--- config.mk ---
export PLATFORM = sky130hd
export DESIGN_NAME = dim_cmd_top
export DESIGN_NICKNAME = d
export VERILOG_FILES = /design/src/hw/dim_fifo.v /design/src/hw/dim_pix_pack.v /design/src/hw/dim_cmd_top.v
export VERILOG_INCLUDE_DIRS = /design/src /design/src/hw
export SDC_FILE = /design/constraint.sdc
export NUM_CORES = 1
export LEC_CHECK = 0
export BUFFER_PORTS_ARGS = -buffer_cell sky130_fd_sc_hd__buf_2
export CORE_UTILIZATION = 50
export CTS_CLUSTER_SIZE = 10
export DETAILED_ROUTE_END_ITERATION = 16
export HOLD_SLACK_MARGIN = 0.08
export PLACE_DENSITY_LB_ADDON = 0.12
export SYNTH_ARGS = -nofsm -noshare
export SYNTH_HDL_FRONTEND = slang
export SYNTH_SLANG_ARGS = --single-unit
--- constraint.sdc ---
create_clock -name CLOCK -period 5.19 [get_ports CLOCK]
set_clock_uncertainty 0.1 [all_clocks]
set_input_delay 0.2595 -clock CLOCK [delete_from_list [all_inputs] [get_ports CLOCK]]
set_output_delay 0.2595 -clock CLOCK [all_outputs]
set_load 0.01 [all_outputs]
--- src/hw/dim_consts.vh ---
// Constants for the idle, pixel format and frame write continue command decoder.
`ifndef DIM_CONSTS_VH
`define DIM_CONSTS_VH

// Command codes taken as the first byte of a packet.
`define DIM_CMD_SW_RESET        8'h01
`define DIM_CMD_FRAME_WRITE     8'h2C
`define DIM_CMD_IDLE_EXIT       8'h38
`define DIM_CMD_IDLE_ENTRY      8'h39
`define DIM_CMD_PIXEL_FORMAT    8'h3A
`define DIM_CMD_WRITE_CONTINUE  8'h3C

// Interface pixel format register.
`define DIM_REG_PIXEL_FORMAT    8'h3A
`define DIM_PIXEL_FORMAT_RESET  8'h07
`define DIM_PIXEL_FORMAT_LSB    0
`define DIM_PIXEL_FORMAT_MSB    2

// Pixel format codes.
`define DIM_FMT_16BPP           3'h5
`define DIM_FMT_18BPP           3'h6
`define DIM_FMT_24BPP           3'h7

// Pixel word and buffering.
`define DIM_PIXEL_WIDTH         24
`define DIM_BYTES_PER_PIXEL     2'h3
`define DIM_FIFO_DEPTH          8
`define DIM_PTR_WIDTH           11

`endif

--- src/hw/dim_fifo.v ---
// Flip-flop FIFO with valid and ready on both sides.
`timescale 1ns/1ns
`default_nettype none

module dim_fifo #(
  parameter WIDTH = 24,
  parameter DEPTH = 8,
  parameter AW    = 3
) (
  input  wire             clk,
  input  wire             rst_n,
  input  wire             in_valid,
  output wire             in_ready,
  input  wire [WIDTH-1:0] in_data,
  output wire             out_valid,
  input  wire             out_ready,
  output wire [WIDTH-1:0] out_data
);

  reg  [WIDTH-1:0] mem_ff [0:DEPTH-1];
  reg  [AW:0]      wr_ptr_ff;
  reg  [AW:0]      rd_ptr_ff;
  wire             push;
  wire             pop;
  wire             full;
  wire             empty;
  genvar           gi;

  assign empty     = (wr_ptr_ff == rd_ptr_ff);
  assign full      = (wr_ptr_ff[AW-1:0] == rd_ptr_ff[AW-1:0]) && (wr_ptr_ff[AW] != rd_ptr_ff[AW]);
  assign in_ready  = !full;
  assign out_valid = !empty;
  assign push      = in_valid && !full;
  assign pop       = out_ready && !empty;
  assign out_data  = mem_ff[rd_ptr_ff[AW-1:0]];

  always @(posedge clk or negedge rst_n)
  begin
    if (!rst_n)
    begin
      wr_ptr_ff <= {(AW+1){1'b0}};
      rd_ptr_ff <= {(AW+1){1'b0}};
    end
    else
    begin
      if (push)
        wr_ptr_ff <= wr_ptr_ff + 1'b1;
      if (pop)
        rd_ptr_ff <= rd_ptr_ff + 1'b1;
    end
  end

  // Storage carries no reset, so its contents start undefined.
  generate
    for (gi = 0; gi < DEPTH; gi = gi + 1)
    begin : g_entry
      always @(posedge clk)
      begin
        if (push && (wr_ptr_ff[AW-1:0] == gi))
          mem_ff[gi] <= in_data;
      end
    end
  endgenerate

endmodule

`default_nettype wire

--- src/hw/dim_pix_pack.v ---
// Packs received bytes into pixel words, most significant byte first.
`timescale 1ns/1ns
`default_nettype none
`include "dim_consts.vh"

module dim_pix_pack (
  input  wire        clk,
  input  wire        rst_n,
  input  wire        clear,
  input  wire        byte_valid,
  input  wire [7:0]  byte_data,
  output wire        byte_ready,
  output wire        pix_valid,
  input  wire        pix_ready,
  output wire [23:0] pix_data
);

  reg  [1:0]  cnt_ff;
  reg  [15:0] hold_ff;
  wire        last;
  wire        take;

  assign last       = (cnt_ff == (`DIM_BYTES_PER_PIXEL - 2'h1));
  // The last byte of a pixel waits until the buffer can take the word.
  assign byte_ready = !last || pix_ready;
  assign take       = byte_valid && byte_ready && !clear;
  assign pix_valid  = byte_valid && last && !clear;
  assign pix_data   = {hold_ff, byte_data};

  always @(posedge clk or negedge rst_n)
  begin
    if (!rst_n)
    begin
      cnt_ff  <= 2'h0;
      hold_ff <= 16'h0000;
    end
    else if (clear)
    begin
      cnt_ff <= 2'h0;
    end
    else if (take)
    begin
      hold_ff <= {hold_ff[7:0], byte_data};
      cnt_ff  <= last ? 2'h0 : cnt_ff + 2'h1;
    end
  end

endmodule

`default_nettype wire

--- src/hw/dim_cmd_top.v ---
// Idle mode, pixel format and frame write continue command decoder.
// Functional notes
// Idle exit command restores full colour
// Idle exit while off changes nothing
// Idle mode off after every reset
// Idle entry command reduces colour expression
// Idle entry while on changes nothing
// Idle and awake shows decompressed memory
// Idle primary black, secondary programmed colour
// Format parameter low bits select pixel size
// Format change visible only after memory write; the code also applies the pending format on a continue after a write
// Continue command resumes write after memory write
// Continue keeps column and page pointers
// Any other command ends frame write
// Host sends whole pixel pairs, six bytes
// Host separates commands by low power state
// Pixel words stored in arrival order
// Continue leaves other status unchanged
// Frame memory undefined after any reset
// Pixel bytes arrive most significant first
`timescale 1ns/1ns
`default_nettype none
`include "dim_consts.vh"

module dim_cmd_top #(
  parameter PW = `DIM_PTR_WIDTH,
  parameter FIFO_DEPTH = `DIM_FIFO_DEPTH,
  parameter FIFO_AW = 3
) (
  input  wire          CLOCK,
  input  wire          NRST,
  input  wire          RX_VALID,
  input  wire          RX_FIRST,
  input  wire [7:0]    RX_DATA,
  output wire          RX_READY,
  input  wire          SLEEP_OUT,
  input  wire [23:0]   IDLE_COLOR,
  input  wire [PW-1:0] COL_START,
  input  wire [PW-1:0] COL_END,
  input  wire [PW-1:0] PAGE_START,
  input  wire [PW-1:0] PAGE_END,
  output wire          FM_WR_VALID,
  input  wire          FM_WR_READY,
  output wire [23:0]   FM_WR_DATA,
  output wire [PW-1:0] FM_WR_COL,
  output wire [PW-1:0] FM_WR_PAGE,
  input  wire [23:0]   FM_SCAN_PIX,
  output wire [23:0]   DISP_PIX,
  output wire          IDLE_MODE,
  output wire          IDLE_SHOW,
  output wire [2:0]    PIXEL_FORMAT,
  output wire [2:0]    PIXEL_FORMAT_PENDING,
  output wire          WRITE_ACTIVE
);

  localparam [1:0] ST_IDLE  = 2'h0;
  localparam [1:0] ST_WRITE = 2'h1;
  localparam [1:0] ST_FMT   = 2'h2;

  // The format code resets to the low bits of the register's reset byte.
  localparam [7:0]    FMT_RESET_BYTE = `DIM_PIXEL_FORMAT_RESET;
  localparam [2:0]    FMT_RESET_CODE = FMT_RESET_BYTE[`DIM_PIXEL_FORMAT_MSB:`DIM_PIXEL_FORMAT_LSB];
  localparam [PW-1:0] PTR_ONE        = {{(PW-1){1'b0}}, 1'b1};

  reg  [1:0]    state_ff;
  reg  [1:0]    nxt_state;
  reg           idle_ff;
  reg           nxt_idle;
  reg           armed_ff;
  reg           nxt_armed;
  reg  [2:0]    fmt_ff;
  reg  [2:0]    nxt_fmt;
  reg  [2:0]    act_fmt_ff;
  reg  [2:0]    nxt_act_fmt;
  reg  [PW-1:0] col_ff;
  reg  [PW-1:0] nxt_col;
  reg  [PW-1:0] page_ff;
  reg  [PW-1:0] nxt_page;
  reg  [23:0]   disp_ff;
  reg  [23:0]   nxt_disp;

  wire          fifo_in_valid;
  wire          fifo_in_ready;
  wire [23:0]   fifo_in_data;
  wire          fifo_out_valid;
  wire          pack_byte_ready;
  wire          pack_byte_valid;
  wire          cmd_take;
  wire          param_take;
  wire          fm_push;
  wire          cmd_ready;
  wire          param_ready;
  wire          write_state;
  wire          fmt_state;
  wire          fmt_param_take;
  wire [2:0]    fmt_code;
  wire          write_open;
  wire          write_resume;
  wire          col_at_end;
  wire          page_at_end;
  wire [PW-1:0] col_inc;
  wire [PW-1:0] page_inc;
  wire          idle_render;
  wire          scan_is_black;

  // A new command waits until every buffered pixel has reached memory, so
  // pointer changes never apply to pixels of the previous burst.
  assign cmd_ready       = !fifo_out_valid;
  assign write_state     = (state_ff == ST_WRITE);
  assign fmt_state       = (state_ff == ST_FMT);
  // Parameter bytes outside a write or format burst are taken and dropped.
  assign param_ready     = write_state ? pack_byte_ready : 1'b1;
  assign cmd_take        = RX_VALID && RX_FIRST && cmd_ready;
  assign param_take      = RX_VALID && !RX_FIRST;
  assign fmt_param_take  = param_take && fmt_state;
  assign fmt_code        = RX_DATA[`DIM_PIXEL_FORMAT_MSB:`DIM_PIXEL_FORMAT_LSB];
  assign pack_byte_valid = param_take && write_state;
  assign RX_READY        = RX_FIRST ? cmd_ready : param_ready;
  assign fm_push         = FM_WR_VALID && FM_WR_READY;

  // A continue with no memory write since reset has nowhere to resume, so
  // it only ends the running burst.
  assign write_open      = cmd_take && (RX_DATA == `DIM_CMD_FRAME_WRITE);
  assign write_resume    = cmd_take && (RX_DATA == `DIM_CMD_WRITE_CONTINUE) && armed_ff;

  // Pointer stepping across the write window.
  assign col_at_end      = (col_ff == COL_END);
  assign page_at_end     = (page_ff == PAGE_END);
  assign col_inc         = col_ff + PTR_ONE;
  assign page_inc        = page_ff + PTR_ONE;

  // Idle rendering applies only while the panel is awake.
  assign idle_render     = idle_ff && SLEEP_OUT;
  assign scan_is_black   = (FM_SCAN_PIX == 24'h000000);

  // Bytes of an unfinished pixel are dropped when the next command starts.
  dim_pix_pack u_pack (
    .clk        (CLOCK),
    .rst_n      (NRST),
    .clear      (cmd_take),
    .byte_valid (pack_byte_valid),
    .byte_data  (RX_DATA),
    .byte_ready (pack_byte_ready),
    .pix_valid  (fifo_in_valid),
    .pix_ready  (fifo_in_ready),
    .pix_data   (fifo_in_data)
  );

  // The buffer lets the byte link run on while frame memory stalls.
  dim_fifo #(
    .WIDTH (`DIM_PIXEL_WIDTH),
    .DEPTH (FIFO_DEPTH),
    .AW    (FIFO_AW)
  ) u_fifo (
    .clk       (CLOCK),
    .rst_n     (NRST),
    .in_valid  (fifo_in_valid),
    .in_ready  (fifo_in_ready),
    .in_data   (fifo_in_data),
    .out_valid (fifo_out_valid),
    .out_ready (FM_WR_READY),
    .out_data  (FM_WR_DATA)
  );

  // Command decoding and mode state.
  always @*
  begin
    nxt_state   = state_ff;
    nxt_idle    = idle_ff;
    nxt_armed   = armed_ff;
    nxt_fmt     = fmt_ff;
    nxt_act_fmt = act_fmt_ff;
    if (cmd_take)
    begin
      nxt_state = ST_IDLE;
      case (RX_DATA)
        `DIM_CMD_IDLE_EXIT:
        begin
          nxt_idle = 1'b0;
        end
        `DIM_CMD_IDLE_ENTRY:
        begin
          nxt_idle = 1'b1;
        end
        `DIM_CMD_PIXEL_FORMAT:
        begin
          nxt_state = ST_FMT;
        end
        // A memory write rewinds the pointers and applies the pending format.
        `DIM_CMD_FRAME_WRITE:
        begin
          nxt_armed   = 1'b1;
          nxt_state   = ST_WRITE;
          nxt_act_fmt = fmt_ff;
        end
        // A continue leaves the pointers where the last burst stopped.
        `DIM_CMD_WRITE_CONTINUE:
        begin
          if (write_resume)
          begin
            nxt_state   = ST_WRITE;
            nxt_act_fmt = fmt_ff;
          end
        end
        // Software reset returns every mode to its power-on value.
        `DIM_CMD_SW_RESET:
        begin
          nxt_idle    = 1'b0;
          nxt_armed   = 1'b0;
          nxt_fmt     = FMT_RESET_CODE;
          nxt_act_fmt = FMT_RESET_CODE;
        end
        default:
        begin
          nxt_state = ST_IDLE;
        end
      endcase
    end
    else if (fmt_param_take)
    begin
      // Undefined codes are kept as written.
      nxt_fmt   = fmt_code;
      nxt_state = ST_IDLE;
    end
  end

  // Column and page pointers: reset by memory write, kept by continue.
  always @*
  begin
    nxt_col  = col_ff;
    nxt_page = page_ff;
    if (write_open)
    begin
      nxt_col  = COL_START;
      nxt_page = PAGE_START;
    end
    else if (fm_push)
    begin
      if (col_at_end)
      begin
        nxt_col  = COL_START;
        nxt_page = page_at_end ? PAGE_START : page_inc;
      end
      else
      begin
        nxt_col = col_inc;
      end
    end
  end

  // Idle rendering maps a stored zero to black and anything else to the
  // programmed secondary colour.
  always @*
  begin
    nxt_disp = FM_SCAN_PIX;
    if (idle_render)
    begin
      if (scan_is_black)
        nxt_disp = 24'h000000;
      else
        nxt_disp = IDLE_COLOR;
    end
  end

  // Every state register loads a constant on reset.
  always @(posedge CLOCK or negedge NRST)
  begin
    if (!NRST)
    begin
      state_ff   <= ST_IDLE;
      idle_ff    <= 1'b0;
      armed_ff   <= 1'b0;
      fmt_ff     <= FMT_RESET_CODE;
      act_fmt_ff <= FMT_RESET_CODE;
      col_ff     <= {PW{1'b0}};
      page_ff    <= {PW{1'b0}};
      disp_ff    <= 24'h000000;
    end
    else
    begin
      state_ff   <= nxt_state;
      idle_ff    <= nxt_idle;
      armed_ff   <= nxt_armed;
      fmt_ff     <= nxt_fmt;
      act_fmt_ff <= nxt_act_fmt;
      col_ff     <= nxt_col;
      page_ff    <= nxt_page;
      disp_ff    <= nxt_disp;
    end
  end

  // Frame memory itself is outside and is never cleared by reset.
  assign FM_WR_VALID          = fifo_out_valid;
  assign FM_WR_COL            = col_ff;
  assign FM_WR_PAGE           = page_ff;
  assign DISP_PIX             = disp_ff;
  assign IDLE_MODE            = idle_ff;
  assign IDLE_SHOW            = idle_render;
  assign PIXEL_FORMAT         = act_fmt_ff;
  assign PIXEL_FORMAT_PENDING = fmt_ff;
  assign WRITE_ACTIVE         = write_state;

endmodule

`default_nettype wire

=== Word-level counts from Yosys, hierarchy flattened ===
Memory sizes are Yosys's and may differ from the RTL's.
Index checks and enable logic that the tools add are counted.

* Reductions and logical operators: 53
* Bitwise logic cells: 1
* Multiplexer cells: 62
* Equality and inequality tests: 23
* Add/sub/neg operators: 5

{| class="wikitable"
|+ Operators by type and width
! kind !! count
|-
| 24-bit 2-to-1 mux || 9
|-
| 24-bit OR reduction || 7
|-
| 11-bit 2-to-1 mux || 7
|-
| 8-bit by 6-bit == test with 1-bit output (second input constant) || 5
|-
| 3-bit 2-to-1 mux || 11
|-
| 1-bit 2-to-1 mux || 26
|-
| 1-bit logical AND || 24
|-
| 24-bit logical NOT || 1
|-
| 11-bit by 1-bit adder with 11-bit output (second input constant) || 2
|-
| 11-bit == test || 2
|-
| 3-bit == test (second input constant) || 4
|-
| 2-bit nonzero test || 6
|-
| 2-bit 2-to-1 mux || 5
|-
| 2-bit AND reduction || 5
|-
| 3-bit case mux with 3 select lines || 1
|-
| 4-bit by 1-bit adder with 4-bit output (second input constant) || 2
|-
| 8-bit by 1-bit == test with 1-bit output (second input constant) || 1
|-
| 3-bit by 2-bit == test with 1-bit output (second input constant) || 2
|-
| 2-bit case mux with 3 select lines || 1
|-
| 1-bit logical NOT || 5
|-
| 2-bit == test (second input constant) || 2
|-
| 4-bit == test || 1
|-
| 1-bit case mux with 2 select lines || 2
|-
| 3-bit by 1-bit == test with 1-bit output (second input constant) || 1
|-
| other kinds (12) || 12
|}

* Input bits: 106
* Word-level logic and storage cells: 157
* Bits in writable memories: 192
* Memories: 1
* Flip-flop bits (word level): 82
* Output and inout bits: 81

{| class="wikitable"
|+ Memory list
! name !! words !! width !! rd ports !! clocked after Yosys merged registers in !! write ports !! RTL line !! RTL
|-
| u_fifo.mem_ff || 8 || 24 || 1 || 0 || 1 || dim_fifo.v:20 || <nowiki>reg [WIDTH-1:0] mem_ff [0:DEPTH-1];</nowiki>
|}

=== Depth between registers and ports, before layout ===
Gate-level depths: netlist of the first run.

* Depth in word-level cells: 17
* Mapped depth: 9
* Mapped depth without buffers: 6

=== By module ===
Synthesis of the first run repeated with hierarchy kept, for this count alone.

* Cells, all modules: 709
* Area total of the unflattened synthesis: 11892.7 sq um

{| class="wikitable"
|+ Modules (own cells, without submodules)
! module !! cells each !! area an instance (sq um) !! instances
|-
| dim_fifo || 338 || 7845.0 || 1
|-
| dim_cmd_top || 317 || 3219.3 || 1
|-
| dim_pix_pack || 54 || 828.3 || 1
|}

=== Worst setup path before layout of the first run ===
No wires, ideal clock.

* Path kind: reg-to-reg
* From: register state_ff[1]
* To: memory u_fifo.mem_ff[0][0], enable pin
* Path buffers: 1
* Data required time: 4707 ps
* Setup time: 383 ps
* Arrival time: 1984 ps
* Setup slack: 2724 ps
* Stages on the path, launching flop included: 5
* Period minus slack after synthesis: 2466 ps
* Cell sequence: dfrtp_1 nor4b_1 and3b_1 clkbuf_1 and3_1

* Word-level cells in the longest chain between the ends: 16

{| class="wikitable"
|+ RTL lines
! element !! RTL line !! RTL
|-
| start: declaration || dim_cmd_top.v:65 || <nowiki>reg [1:0] state_ff;</nowiki>
|-
| start signal: assignment || dim_cmd_top.v:281 || <nowiki>state_ff <= nxt_state;</nowiki>
|-
| 2-bit by 1-bit == test with 1-bit output * || dim_cmd_top.v:109 || <nowiki>assign write_state = (state_ff == ST_WRITE);</nowiki>
|-
| 1-bit logical AND * || dim_cmd_top.v:117 || <nowiki>assign pack_byte_valid = param_take && write_state;</nowiki>
|-
| 1-bit logical AND * (2 in a row) || dim_pix_pack.v:27 || <nowiki>assign pix_valid = byte_valid && last && !clear;</nowiki>
|-
| 1-bit logical AND * || dim_fifo.v:33 || <nowiki>assign push = in_valid && !full;</nowiki>
|-
| 1-bit logical AND || dim_fifo.v:59 || <nowiki>if (push && (wr_ptr_ff[AW-1:0] == gi))</nowiki>
|-
| 1-bit 2-to-1 mux || dim_fifo.v:59 ||
|-
| 1-bit 2-to-1 mux (not written as such) || dim_fifo.v:60 || <nowiki>mem_ff[gi] <= in_data;</nowiki>
|-
| 24-bit OR reduction (no source line) || - ||
|-
| 3-bit 2-to-1 mux (no source line) or 1-bit 2-to-1 mux (tied branches) (7 in a row) || - ||
|-
| end: declaration || dim_fifo.v:20 ||
|}

Every way passes the cells marked *; elsewhere a longest branch is shown, timed or not.

=== Worst setup path after layout of the first run ===
* From: register idle_ff, in the netlist IDLE_MODE
* To: register disp_ff[10], in the netlist DISP_PIX[10]

* Word-level cells in the longest chain between the ends: 2

{| class="wikitable"
|+ RTL lines
! element !! RTL line !! RTL
|-
| start: declaration || dim_cmd_top.v:67 || <nowiki>reg idle_ff;</nowiki>
|-
| start signal: assignment || dim_cmd_top.v:282 || <nowiki>idle_ff <= nxt_idle;</nowiki>
|-
| 1-bit logical AND || dim_cmd_top.v:133 || <nowiki>assign idle_render = idle_ff && SLEEP_OUT;</nowiki>
|-
| 24-bit 2-to-1 mux || dim_cmd_top.v:256 || <nowiki>if (idle_render)</nowiki>
|-
| net nxt_disp[10] || dim_cmd_top.v:80 || <nowiki>reg [23:0] nxt_disp;</nowiki>
|-
| end signal: assignment || dim_cmd_top.v:288 || <nowiki>disp_ff <= nxt_disp;</nowiki>
|-
| end: declaration || dim_cmd_top.v:79 || <nowiki>reg [23:0] disp_ff;</nowiki>
|}

The timed path passes the listed nets, and every way through them passes these cells.
A chain may end at the register's enable or synchronous reset.

==> results.yml, run 1 <==
place:
  hpwl_um: 17100
  port_buffers: 186
  gp_congestion: 0.863
cells_and_area:
  finalNetCount: 1085
  final_cell_mix: "edfxtp_1, buf_2, dlygate4sd3_1"
  mostFrequentLayoutCell: "edfxtp_1"
  n_antenna_cell: 0
  postLayoutCoreUtil_pct: 63.9
  area_delta_synth_final_pct: 25.4
  drive_above_1_share_pct: 34.7
power:
  pwr_density_cell_nw_per_um2: 396
  p_leak_uw: 0.00563
  seqPwrFrac_pct: 44.0
  finalPower_uw: 5730
  comb_power_share_pct: 21.6
  switching_share_pct: 26.8
  clkPwrFrac_pct: 34.4
  p_int_uw: 4200
  switching_power_uw: 1540
  ir_drop_mv: 0.271
synthesis:
  syn_area_um2: 11500
  synthCells: 692
  synth-seq-cells: 274
  synth_cell_types: 65
  syn_nets: 807
  synth-seq-area-share_pct: 67.8
  ys.flop_type: "edfxtp_1"
  yosysWarnings: 0
  avgSynthCellArea_um2: 16.7
  synth-edff-count: 192
  synthArstFlopShare_pct: 29.9
min_path:
  min_to: "u_fifo.rd_ptr_ff[0]"
  whs_path_depth: 3
  holdCritStartpoint: "FM_WR_READY"
  min_path_type: "in2reg"
critical_path:
  cp.required_ns: 5.57
  reg2reg_slack_ns: 1.88
  critPathMaxFanout: 26
  timing.rr.end: "DISP_PIX[10]"
  reg2reg_from: "IDLE_MODE"
  critical_path_class: "reg2reg"
  start_kind: "flip-flop"
  cp.arrival_ns: 3.69
  end_kind: "flip-flop"
  reg2regPathDepth: 4
routing:
  first_iter_violations: 333
  route.detailed.drc: 0
  vias: 7345
  viasPerCell: 5.74
  dr.pass1.iters: 5
  wl_um: 27200
  wl_per_cell_um: 21.3
  postRouteAntennaNets: 0
clock_network:
  clk_pin_slew_ns: 0.06
  ctsHtreeMaxLevel: 1
  postCtsSetupRepairBufs: 0
  cts_resized: 0
  ctsHoldBuffers: 83
  clk_latency_ns: 0.54
  cts.sinks: 274
  numCtsBuffers: 31
  clock_path_buffers: 3
  root_buffer: "clkbuf_16"
  cts_tree: "built"
timing:
  relSlewSlack_pct: 12.9
  period_needed_ns: 3.31
  fmax_ghz: 0.302
  drv_slew: 0
  finalCritPeriodShare_pct: 63.8
  tightest_slew_ns: 1.31
  setup_viol: 0
  rsz0062_at_grt: "no"
  hold_ws_ns: 0.117
  hold_viol: 0
  fin_tns_setup_ns: 0
grt:
  grt_overflow: 0
  grt_start_max_net_pins: 61
  grt_use_total_pct: 23.4
  grt_pass1_wl_um: 42400
  antenna_found_initial: 0
  grt_pass1_vias: 7633
die:
  die_y_um: 154
  dieArea_um2: 23700
  num_rows: 55
  fp.coreArea_um2: 22600
  io_pins: 187
  initial_core_util_pct: 51.0
  chipWidth_um: 154
run_status:
  status: "finished clean"
flow_run:
  drv_cap: 0
## worst max path at each step
stage / start / endpoint / slack, ns / depth (start not counted)
2_1_floorplan: state_ff[1] / u_fifo.mem_ff[0][0] / 2.72 / 4
3_3_place_gp: state_ff[1] / u_fifo.mem_ff[1][19] / 2.27 / 3
3_5_place_dp: state_ff[1] / u_fifo.mem_ff[1][17] / 2.17 / 3
4_1_cts: u_fifo.rd_ptr_ff[0] / FM_WR_DATA[4] / 1.89 / 4
5_1_grt: IDLE_MODE / DISP_PIX[12] / 1.69 / 4
6_report: IDLE_MODE / DISP_PIX[10] / 1.88 / 4
## layer usage
metal  vias up  track usage [%]  wire, um
met3        39             4.28      1720
met4         0             5.33       435
met1      3726             29.2     11100
met2       298             42.2     13900
li1       3282                -         -
met5         -                0         0
## final cells by class
cell class	instances	area, um^2
repair buffers	278	1830
multi-input cells	366	3470
clock inverters	2	38.8
fillers	1576	8170
well taps	285	357
inverters	19	71.3
clock buffers	56	870
flip-flops and latches	274	7830
## cell usage after synthesis, types with 3 or more instances
library cell	count	share of area (%)
a2bb2oi_1	4	0.30
dfstp_2	6	1.4
edfxtp_1	192	50
nand4_1	5	0.27
buf_2	16	0.69
inv_1	19	0.62
a22o_1	24	1.8
and2_1	4	0.22
xnor2_1	5	0.38
or3_1	3	0.16
o21ai_0	18	0.78
mux2i_1	9	0.78
xnor2_2	3	0.42
ha_1	9	0.98
dfrtp_1	76	16
xor2_1	23	1.7
mux4_2	48	9.4
clkbuf_1	11	0.36
a31oi_1	4	0.22
nand3_1	19	0.82
buf_6	4	0.39
o22ai_1	5	0.27
a21oi_1	15	0.65
nor2_1	19	0.62
nor4_1	13	0.71
nand2_1	28	0.91
a22oi_1	7	0.46
nor3_1	7	0.30
and3_1	11	0.60
o22a_1	3	0.23
mux2_2	38	3.7
## critical path, stage by stage (launching register included)
cell and delay [ns]:
dfrtp_1 0.53, nand2_1 0.61, a31oi_2 1.17, a22o_1 0.27, dlygate4sd3_1 0.56
## registers in the layout, summed over array words and instances, names as in the netlist
| register | count |
|---|---|
| PIXEL_FORMAT_PENDING | 3 |
| u_pack.hold_ff | 16 |
| state_ff | 2 |
| PIXEL_FORMAT | 3 |
| u_fifo.wr_ptr_ff | 4 |
| IDLE_MODE | 1 |
| FM_WR_COL | 11 |
| u_fifo.rd_ptr_ff | 4 |
| FM_WR_PAGE | 11 |
| armed_ff | 1 |
| u_pack.cnt_ff | 2 |
| u_fifo.mem_ff | 192 |
| DISP_PIX | 24 |
## power by group through the flow
stage,registers (uW),clock network [uW],logic [uW]
global route,2530,2090,1340
detailed placement,2560,0,1210
finish,2520,1970,1240
floorplan,2550,0,825
global placement,2560,0,1190
CTS,2520,2010,1250
## stage by stage
step	area (um^2)	setup WS (ns)	std cells
detailed placement	12700	2.17	1139
finish	14500	1.88	1280
global placement	12700	2.27	1139
CTS	14500	1.89	1280
global route	14500	1.69	1280
floorplan	11500	2.72	692
## cells by family (layout without fill, tap and decap cells)
| logic type | count (synthesis) | after routing | synth area share [%] |
|---|---|---|---|
| compound gates | 98 | 98 | 6.02 |
| xor+xnor | 31 | 31 | 2.55 |
| fa+ha+maj | 9 | 9 | 0.976 |
| buf+inv | 52 | 355 | 2.14 |
| flops | 274 | 274 | 67.8 |
| mux | 95 | 95 | 13.9 |
| simple gates | 133 | 133 | 6.63 |
No activity file was read; power rests on OpenSTA's default activity.
==> inputs of run 2 (changes only) <==
- clock period: 5.19 -> 3.3 ns (I/O delays scaled with it)
==> results.yml, run 2 (synthesis results as in run 1) <==
run_status:
  status: "finished clean"
min_path:
  min_path_type: "in2async"
clock_network:
  root_buffer: "clkbuf_16"
  cts.sinks: 274
  numCtsBuffers: 31
  ctsHtreeMaxLevel: 1
  clk_latency_ns: 0.53
  clock_path_buffers: 3
  clk_pin_slew_ns: 0.06
  cts_tree: "built"
  postCtsSetupRepairBufs: 0
  cts_resized: 0
  ctsHoldBuffers: 85
flow_run:
  drv_cap: 0
grt:
  grt_pass1_wl_um: 41800
  grt_use_total_pct: 23.1
  antenna_found_initial: 1
  grt_start_max_net_pins: 78
  grt_pass1_vias: 7823
  grt_overflow: 0
timing:
  setup_viol: 0
  hold_viol: 0
  finalCritPeriodShare_pct: 81.9
  rsz0062_at_grt: "no"
  tightest_slew_ns: 1.04
  period_needed_ns: 2.70
  relSlewSlack_pct: 30.6
  fin_tns_setup_ns: 0
  fmax_ghz: 0.370
  fin_ws_ns: 0.597
  drv_slew: 0
critical_path:
  start_kind: "flip-flop"
  end_kind: "primary output"
  cp.required_ns: 3.03
  reg2regPathDepth: 4
  cp.arrival_ns: 2.44
  reg2reg_slack_ns: 0.80
  critPathMaxFanout: 51
  max_stage_delay_ns: 0.62
  crit_chain: "buf_4 > mux4_2 > mux2_2 > buf_2"
  timing.rr.end: "u_fifo.mem_ff[4][13]"
  slowest_stage: "buf_4"
  critical_path_class: "reg2out"
  reg2reg_from: "state_ff[1]"
die:
  io_pins: 187
  fp.coreArea_um2: 22600
  initial_core_util_pct: 51.0
  num_rows: 55
  chipWidth_um: 154
  die_y_um: 154
  dieArea_um2: 23700
cells_and_area:
  top_register: "u_fifo.mem_ff"
  finalNetCount: 1099
  final_cell_mix: "edfxtp_1, buf_2, dlygate4sd3_1"
  nFillCells: 1577
  drive_above_1_share_pct: 35.3
  mostFrequentLayoutCell: "edfxtp_1"
  ff_latch_area_um2: 7830
  multi_input_area_um2: 3470
  largest_register_ffs: 192
  area_delta_synth_final_pct: 26.3
routing:
  wl_um: 26600
  postRouteAntennaNets: 0
  vias: 7376
  wl_per_cell_um: 20.6
  first_iter_violations: 330
  route.detailed.drc: 0
  viasPerCell: 5.70
  dr.pass1.iters: 4
power:
  pwr_density_cell_nw_per_um2: 613
  p_leak_uw: 0.00570
  ir_drop_mv: 0.402
place:
  port_buffers: 186
  gp_congestion: 0.893
  hpwl_um: 16400
  pre_cts_ws_ns: 0.806
## run 2: cell type report
type	instances	area share [%]
inverters	19	0.490
diodes	1	0.0172
clock buffers	55	6.01
repair buffers	292	13.4
clock inverters	2	0.0515
well taps	285	2.45
flip-flops and latches	274	53.7
multi-input cells	366	23.8
## run 2: worst max path at each step
stage                         from                    to  slack (ns)  cells after the start
4_1_cts        u_fifo.rd_ptr_ff[1]        FM_WR_DATA[10]        0.55                      4
6_report       u_fifo.rd_ptr_ff[1]        FM_WR_DATA[10]        0.60                      4
3_3_place_gp           state_ff[1]   u_fifo.mem_ff[5][7]        0.85                      4
2_1_floorplan          state_ff[1]   u_fifo.mem_ff[0][0]        0.83                      4
5_1_grt        u_fifo.rd_ptr_ff[1]        FM_WR_DATA[10]        0.50                      4
3_5_place_dp           state_ff[1]  u_fifo.mem_ff[4][15]        0.81                      4
## run 2: worst max-delay path: cells and delay by family (launching register included)
family	cells	cell delay, ns
buf+inv	2	0.77
mux	2	0.73
flops	1	0.38
## run 2: power breakdown
part           internal (uW)  switching [uW]  leakage (uW)  total [uW]
Combinational            980             982       0.00257        1960
Clock                   1770            1240      0.000420        3010
Sequential              3800             161       0.00271        3960
## run 2: metrics by stage
stage / instance area (um^2) / instances / util [%] / total power (uW) / hold slack [ns]
2_1_floorplan: 11500 / 692 / - / 5300 / -0.231
3_3_place_gp: 12800 / 1151 / 56.7 / 5900 / 0.283
3_5_place_dp: 12800 / 1151 / 56.7 / 5940 / 0.285
4_1_cts: 14600 / 1293 / 64.3 / 9020 / 0.274
5_1_grt: 14600 / 1294 / 64.3 / 9340 / 0.299
6_report: 14600 / 1294 / 64.3 / 8930 / 0.237
## run 2: layer usage
metal	part of all wire, %	vias up	global-route usage, %
met5	0	-	0
met4	2.8	0	7.29
met3	5.6	54	3.95
met2	51	285	40.7
met1	41	3723	29.0
li1	-	3314	-
